===== src/shared/eam_defines.vh =====
// Constants for the effective-address and operand-fetch unit.
// Assumes a byte-wide memory read port with a one-cycle read latency.
`ifndef EAM_DEFINES_VH
`define EAM_DEFINES_VH
`define EAM_PFX_Y      8'h90
`define EAM_PFX_IND_Y  8'h91
`define EAM_PFX_IND    8'h92
// Base mode codes given on MODE
`define EAM_M_INH      4'h0
`define EAM_M_IMM      4'h1
`define EAM_M_DIR_S    4'h2
`define EAM_M_DIR_L    4'h3
`define EAM_M_IDX_0    4'h4
`define EAM_M_IDX_S    4'h5
`define EAM_M_IDX_L    4'h6
`define EAM_M_REL      4'h7
`define EAM_M_BIT      4'h8
`define EAM_M_BIT_REL  4'h9
`define EAM_PC_RESET   16'h0000
`endif


===== src/logic/eam_core.v =====
// Effective-address unit: fetches prefix, opcode and operand bytes, then reports
// the effective address or operand. Assumes an external opcode decoder answers
// MODE, RMW and LONG_FORM combinationally from OPCODE in the same cycle.
`timescale 1ns/1ps
`include "eam_defines.vh"
module eam_core (
   input  wire        MCLK,
   input  wire        RST,
   input  wire        START,
   input  wire [15:0] PC_IN,
   input  wire        PC_LOAD,
   input  wire [7:0]  X_REG,
   input  wire [7:0]  Y_REG,
   input  wire [3:0]  MODE,
   input  wire        RMW,
   input  wire        LONG_FORM,
   output reg  [7:0]  OPCODE,
   output reg         MEM_RD,
   output reg  [15:0] MEM_ADDR,
   input  wire [7:0]  MEM_DATA,
   output reg         DONE,
   output reg         ILLEGAL,
   output reg  [15:0] EA,
   output reg  [7:0]  IMM_VAL,
   output reg         IMM_VALID,
   output reg  [15:0] PC_OUT,
   output reg  [3:0]  INSTR_LEN,
   output reg         BUSY
);
   localparam S_IDLE = 3'd0;
   localparam S_OPC  = 3'd1;
   localparam S_DEC  = 3'd2;
   localparam S_OPR  = 3'd3;
   localparam S_PTR  = 3'd4;
   localparam S_FIN  = 3'd5;

   reg [2:0]  st_q;
   reg [15:0] pc_q;
   reg [1:0]  pfx_q;      // 0 none, 1 y, 2 ind, 3 ind_y
   reg [1:0]  opr_left_q;
   reg [1:0]  ptr_left_q;
   reg [15:0] opr_q;
   reg [15:0] ptr_q;
   reg        wait_q;
   reg        use_y_q;
   reg        ind_q;
   reg        ptr_word_q;
   reg        idx_q;
   reg        rel_q;
   reg        imm_q;
   reg [3:0]  len_q;

   wire [7:0] idx_val = use_y_q ? Y_REG : X_REG;

   // Signed relative target from address of next instruction
   function [15:0] rel_target;
      input [15:0] pc;
      input [7:0]  off;
      begin
         rel_target = pc + {{8{off[7]}}, off};
      end
   endfunction

   // Prefix codes held in pfx_q
   localparam P_NONE  = 2'd0;
   localparam P_Y     = 2'd1;
   localparam P_IND   = 2'd2;
   localparam P_IND_Y = 2'd3;

   // Modes whose address is built from an index register
   function is_indexed;
      input [3:0] mode;
      begin
         is_indexed = (mode == `EAM_M_IDX_0) ||
                      (mode == `EAM_M_IDX_S) ||
                      (mode == `EAM_M_IDX_L);
      end
   endfunction

   // Modes that an indirect prefix turns into pointer forms
   function can_indirect;
      input [3:0] mode;
      begin
         can_indirect = (mode == `EAM_M_DIR_S) ||
                        (mode == `EAM_M_DIR_L) ||
                        (mode == `EAM_M_IDX_S) ||
                        (mode == `EAM_M_IDX_L) ||
                        (mode == `EAM_M_BIT) ||
                        (mode == `EAM_M_BIT_REL) ||
                        (mode == `EAM_M_REL);
      end
   endfunction

   // Long forms that read-modify-write opcodes may not use
   function is_long_mode;
      input [3:0] mode;
      input       long_form;
      begin
         is_long_mode = (mode == `EAM_M_DIR_L) ||
                        (mode == `EAM_M_IDX_L) ||
                        long_form;
      end
   endfunction

   always @(posedge MCLK or posedge RST) begin
      if (RST) begin
         st_q       <= S_IDLE;
         pc_q       <= `EAM_PC_RESET;
         pfx_q      <= P_NONE;
         opr_left_q <= 2'd0;
         ptr_left_q <= 2'd0;
         opr_q      <= 16'h0000;
         ptr_q      <= 16'h0000;
         wait_q     <= 1'b0;
         use_y_q    <= 1'b0;
         ind_q      <= 1'b0;
         ptr_word_q <= 1'b0;
         idx_q      <= 1'b0;
         rel_q      <= 1'b0;
         imm_q      <= 1'b0;
         len_q      <= 4'h0;
         OPCODE     <= 8'h00;
         MEM_RD     <= 1'b0;
         MEM_ADDR   <= 16'h0000;
         DONE       <= 1'b0;
         ILLEGAL    <= 1'b0;
         EA         <= 16'h0000;
         IMM_VAL    <= 8'h00;
         IMM_VALID  <= 1'b0;
         PC_OUT     <= `EAM_PC_RESET;
         INSTR_LEN  <= 4'h0;
         BUSY       <= 1'b0;
      end else begin
         // Strobes are single-cycle pulses
         DONE   <= 1'b0;
         MEM_RD <= 1'b0;
         case (st_q)
            S_IDLE: begin
               // A load wins; a start in the same cycle is ignored
               if (PC_LOAD) begin
                  pc_q <= PC_IN;
               end else if (START) begin
                  pfx_q     <= P_NONE;
                  len_q     <= 4'h0;
                  ILLEGAL   <= 1'b0;
                  IMM_VALID <= 1'b0;
                  MEM_RD    <= 1'b1;
                  MEM_ADDR  <= pc_q;
                  BUSY      <= 1'b1;
                  wait_q    <= 1'b1;
                  st_q      <= S_OPC;
               end
            end
            S_OPC: begin
               // Read data is valid one cycle after the strobe
               if (wait_q) begin
                  wait_q <= 1'b0;
               end else begin
                  pc_q  <= pc_q + 16'h0001;
                  len_q <= len_q + 4'h1;
                  if (MEM_DATA == `EAM_PFX_Y) begin
                     pfx_q    <= P_Y;
                     MEM_RD   <= 1'b1;
                     MEM_ADDR <= pc_q + 16'h0001;
                     wait_q   <= 1'b1;
                  end else if (MEM_DATA == `EAM_PFX_IND) begin
                     // Only one prefix kept; a later prefix replaces an earlier
                     pfx_q    <= P_IND;
                     MEM_RD   <= 1'b1;
                     MEM_ADDR <= pc_q + 16'h0001;
                     wait_q   <= 1'b1;
                  end else if (MEM_DATA == `EAM_PFX_IND_Y) begin
                     pfx_q    <= P_IND_Y;
                     MEM_RD   <= 1'b1;
                     MEM_ADDR <= pc_q + 16'h0001;
                     wait_q   <= 1'b1;
                  end else begin
                     OPCODE <= MEM_DATA;
                     st_q   <= S_DEC;
                  end
               end
            end
            S_DEC: begin
               // prefix 90 selects Y; prefix 91 indirect Y
               use_y_q    <= (pfx_q == P_Y) || (pfx_q == P_IND_Y);
               ind_q      <= ((pfx_q == P_IND) || (pfx_q == P_IND_Y)) && can_indirect(MODE);
               // long pointer is a word; short is a byte
               ptr_word_q <= LONG_FORM;
               idx_q      <= is_indexed(MODE);
               rel_q      <= (MODE == `EAM_M_REL);
               imm_q      <= (MODE == `EAM_M_IMM);
               opr_q      <= 16'h0000;
               ptr_q      <= 16'h0000;
               if (RMW && is_long_mode(MODE, LONG_FORM)) begin
                  // Refused before any operand fetch, so PC stops after the opcode
                  ILLEGAL   <= 1'b1;
                  DONE      <= 1'b1;
                  BUSY      <= 1'b0;
                  st_q      <= S_IDLE;
                  PC_OUT    <= pc_q;
                  INSTR_LEN <= len_q;
               end else begin
                  // inherent and no-offset fetch nothing more
                  // long forms fetch two bytes, one when indirect; extra bytes
                  case (MODE)
                     `EAM_M_INH: begin
                        opr_left_q <= 2'd0;
                     end
                     `EAM_M_IDX_0: begin
                        opr_left_q <= 2'd0;
                     end
                     `EAM_M_DIR_L: begin
                        // Indirect long forms carry only a byte pointer address
                        opr_left_q <= pfx_q[1] ? 2'd1 : 2'd2;
                     end
                     `EAM_M_IDX_L: begin
                        opr_left_q <= pfx_q[1] ? 2'd1 : 2'd2;
                     end
                     default: begin
                        opr_left_q <= 2'd1;
                     end
                  endcase
                  st_q <= S_OPR;
               end
            end
            S_OPR: begin
               if (opr_left_q == 2'd0) begin
                  // pointer read from the page-zero address held in the operand byte
                  if (ind_q) begin
                     ptr_left_q <= ptr_word_q ? 2'd2 : 2'd1;
                     MEM_RD     <= 1'b1;
                     MEM_ADDR   <= {8'h00, opr_q[7:0]};
                     wait_q     <= 1'b1;
                     st_q       <= S_PTR;
                  end else begin
                     st_q <= S_FIN;
                  end
               end else if (!MEM_RD && !wait_q) begin
                  MEM_RD   <= 1'b1;
                  MEM_ADDR <= pc_q;
                  wait_q   <= 1'b1;
               end else if (wait_q && !MEM_RD) begin
                  wait_q     <= 1'b0;
                  opr_q      <= {opr_q[7:0], MEM_DATA};
                  pc_q       <= pc_q + 16'h0001;
                  len_q      <= len_q + 4'h1;
                  opr_left_q <= opr_left_q - 2'd1;
               end
            end
            S_PTR: begin
               if (wait_q && !MEM_RD) begin
                  wait_q     <= 1'b0;
                  ptr_q      <= {ptr_q[7:0], MEM_DATA};
                  ptr_left_q <= ptr_left_q - 2'd1;
                  if (ptr_left_q == 2'd1) begin
                     st_q <= S_FIN;
                  end else begin
                     // Pointer word wraps inside page zero
                     MEM_RD   <= 1'b1;
                     MEM_ADDR <= {8'h00, opr_q[7:0] + 8'h01};
                     wait_q   <= 1'b1;
                  end
               end
            end
            S_FIN: begin
               DONE      <= 1'b1;
               BUSY      <= 1'b0;
               st_q      <= S_IDLE;
               PC_OUT    <= pc_q;
               INSTR_LEN <= len_q;
               if (imm_q) begin
                  IMM_VAL   <= opr_q[7:0];
                  IMM_VALID <= 1'b1;
                  EA        <= 16'h0000;
               end else if (rel_q) begin
                  EA <= rel_target(pc_q, ind_q ? ptr_q[7:0] : opr_q[7:0]);
               end else if (idx_q) begin
                  EA <= (ind_q ? ptr_q : opr_q) + {8'h00, idx_val};
               end else if (ind_q) begin
                  EA <= ptr_q;
               end else begin
                  // short stays in page zero; long word
                  EA <= opr_q;
               end
            end
            default: begin
               st_q <= S_IDLE;
            end
         endcase
      end
   end
endmodule


===== config.mk =====
export PLATFORM = sky130hd
export DESIGN_NAME = eam_core
export DESIGN_NICKNAME = d
export VERILOG_FILES = /design/src/logic/eam_core.v
export VERILOG_INCLUDE_DIRS = /design/src /design/src/shared
export SDC_FILE = /design/constraint.sdc
export NUM_CORES = 1
export LEC_CHECK = 0
export BUFFER_PORTS_ARGS = -buffer_cell sky130_fd_sc_hd__buf_2
export CORE_ASPECT_RATIO = 0.5
export CORE_MARGIN = 4
export CORE_UTILIZATION = 35
export CTS_CLUSTER_DIAMETER = 40
export DETAILED_ROUTE_END_ITERATION = 6
export PLACE_DENSITY = 0.6
export SYNTH_ARGS = -nofsm -noshare
export SYNTH_HDL_FRONTEND = slang
export SYNTH_SLANG_ARGS = --single-unit

===== constraint.sdc =====
create_clock -name MCLK -period 4.8 [get_ports MCLK]
set_input_delay 0 -clock MCLK [delete_from_list [all_inputs] [get_ports MCLK]]
set_output_delay 0 -clock MCLK [all_outputs]
set_load 0.01 [all_outputs]

==> out/qor.yml <==
synth:
  synth_top_area_share: 0.429
  synthSimpleGateAreaFrac: 0.171
  syn-num-nets: 967
  synth_top_family_by_area: "compound AO/OA/AOI/OAI gates"
  synth_edf_count: 0
  async_reset_ff_frac: 1.00
  ys.flop_type: "dfrtp_1"
  synth_compound_area_frac: 0.200
  synth_common_cells: "dfrtp_1 (141), nand2_1 (116), a21oi_1 (69), o21ai_0 (57), nor2_1 (53)"
  synth_mux_area_frac: 0.0852
  synth_most_common_cell: "dfrtp_1"
  synth.avg_cell_area_um2: 9.27
  synth_adder_area_share: 0.0475
  netlist_instances: 887
  synth_seq_area_share: 0.429
  synth.largest_area_cell: "dfrtp_1"
  syn-cell-area_um2: 8220
  synth_xor_area_frac: 0.0277
  ys_warn_count: 0
  ys_top_cells_by_area: "dfrtp_1 (43%), mux2_2 (6.6%), nand2_1 (5.3%), ha_1 (4.3%), a21oi_1 (4.2%)"
  synth-seq-cells: 141
  synthDistinctLibCells: 69
sta:
  clock_skew_ps: 9.54
  worst_pin_slew_ps: 1230
  post-route-min-period_ps: 3420
  period_share: 0.713
  tns_ps: 0
  setup_viol_count_final: 0
  fmax_ghz: 0.292
  hold_viol: 0
  rsz0062_at_grt: "false"
  slew_viol_final: 0
  relSlewSlack: 0.176
clocking:
  cts-root-buf: "clkbuf_16"
  cts_tree: "yes"
  cts_resized: 0
  clk_latency_ps: 440
  postCtsSetupBuffers: 0
  cts_buffer_depth: 2
  numCtsBuffers: 17
  htreeDepth: 4
  clk_pin_slew_ps: 60
  holdBufCountCts: 34
  clock_sinks: 141
die:
  start_util: 0.359
  dieArea_um2: 26200
  ioPinCount: 123
  fp-row-count: 39
  die_y_um: 116
  core_area_um2: 22900
  die_width_um: 225
drt:
  first_pass_iters: 5
  drt_iter0_markers: 582
  wire_per_inst_um: 18.8
  wl_mm: 25.2
  drc: 0
  ant_nets: 0
  vias: 7335
  routed_via_density: 5.47
power_and_ir_drop:
  ir_drop_mv: 0.311
  power.density_nw_per_um2: 649
  p_leak_nw: 4.59
critical_path:
  r2r-end: "MEM_ADDR[11]$_DFFE_PP0P_"
  worst_setup_path_start_kind: "flop"
  ff2ff_path_depth: 6
  path_cells: "nand2b_1 -> o22ai_1 -> nand2_1 -> a2111oi_4 -> o311ai_0 -> o21a_1"
  critPathBufInv: 0
  required_ps: 5120
  path_max_fanout: 25
  cp-end-kind: "flop"
  path_delay_family: "compound AO/OA/AOI/OAI gates"
  crit_type: "reg -> reg"
  r2r_slack_ps: 1380
  reg2reg_from: "st_q[0]$_DFFE_PP0P_"
  max_stage_delay_ps: 990
  crit_slowest_cell: "a2111oi_4"
  worst_ep_arrival_time_ps: 3740
min_path:
  min_to: "st_q[0]$_DFFE_PP0P_"
  hold_path_depth: 4
  hp-class: "in -> reg"
  min_from: "PC_LOAD"
place:
  numPortBuffers: 122
  placed_cell_area_um2: 9090
  place_inst: 1275
  dp_hpwl_mm: 18.2
  gp_congestion: 0.936
finish:
  final_util: 0.435
  layout-drive-gt1-share: 0.215
  stdcell_count: 1340
  antennaDiodeCount: 0
  areaGrowthSynthToFinish_pct: 21.2
  final_area_um2: 9970
  nets: 1101
status:
  status: "finished, final reports clean"
job:
  cap_violations: 0
global_routing:
  overflow: 0
  grt_pass1_wl_mm: 39.5
  grt_max_degree: 93
  track_usage: 0.195
  antenna_found_initial: 0
  grt_pass1_vias: 6959
## cells by family after synthesis
kind of cell    after synthesis
compound gates              252
xor+xnor                     26
fa+ha+maj                    30
buf+inv                      78
flops                       141
mux                          64
simple gates                296
## worst max-delay path by stage
stage | startpoint | endpoint | slack [ps] | cells past startpoint
floorplan | RST | BUSY$_DFFE_PP0P_ | 1020 | 1
global placement | st_q[0]$_DFFE_PP0P_ | MEM_ADDR[13]$_DFFE_PP0P_ | 1570 | 6
detailed placement | st_q[0]$_DFFE_PP0P_ | MEM_ADDR[11]$_DFFE_PP0P_ | 1490 | 6
CTS | st_q[0]$_DFFE_PP0P_ | MEM_ADDR[11]$_DFFE_PP0P_ | 1460 | 6
global route | st_q[0]$_DFFE_PP0P_ | MEM_ADDR[13]$_DFFE_PP0P_ | 1080 | 6
finish | st_q[0]$_DFFE_PP0P_ | MEM_ADDR[11]$_DFFE_PP0P_ | 1380 | 6
## state kept, by name, summed over array words and instances, names as in the netlist, 3 cells and up
name       count
OPCODE         8
pc_q          16
EA            16
opr_q         16
INSTR_LEN      4
PC_OUT        16
len_q          4
IMM_VAL        8
MEM_ADDR      16
ptr_q         16
st_q           3
## power by group
| group | switching, mW | total, mW | internal [mW] |
|---|---|---|---|
| Clock | 0.510 | 1.24 | 0.730 |
| Combinational | 1.80 | 3.07 | 1.27 |
| Sequential | 0.534 | 2.16 | 1.63 |
## final cells by class
type	count	area [um^2]
Sequential cell	141	3530
Tap cell	307	384
Inverter	25	98.8
Multi-Input combinational cell	668	4380
Timing Repair Buffer	168	1040
Fill cell	2250	13000
Clock buffer	23	468
Clock inverter	8	67.6
## metal layers
metal  vias to the layer above  wire (um)  GRT usage
met1                      3614      12100      0.279
met5                         -          0          0
li1                       3488          -          -
met3                        29       1460     0.0434
met4                         0        328     0.0526
met2                       204      11300      0.302
## stage by stage
stage	hold WS, ps	power, mW	setup slack (ps)
2_1_floorplan	105	4.20	1020
3_3_place_gp	243	5.14	1570
3_5_place_dp	249	5.21	1490
4_1_cts	53.3	6.51	1460
5_1_grt	124	6.97	1080
6_report	89.1	6.47	1380
## worst register-to-register path, delay by kind of cell (launching register included)
kind / cells / cell delay [ps]
compound gates: 4 / 1750
simple gates: 2 / 740
flops: 1 / 820
## cells in the final DEF (no fill, tap or decap), types with 16 or more instances in the layout
cell / n
dfrtp_1: 141
buf_2: 122
nand2_1: 116
a21oi_1: 69
o21ai_0: 57
nor2_1: 53
mux2_2: 48
nand3_1: 41
dlygate4sd3_1: 34
ha_1: 28
inv_1: 24
a22o_1: 19
nor3_1: 17
clkbuf_16: 17
mux2i_1: 16
(Power assumes the default switching activity.)
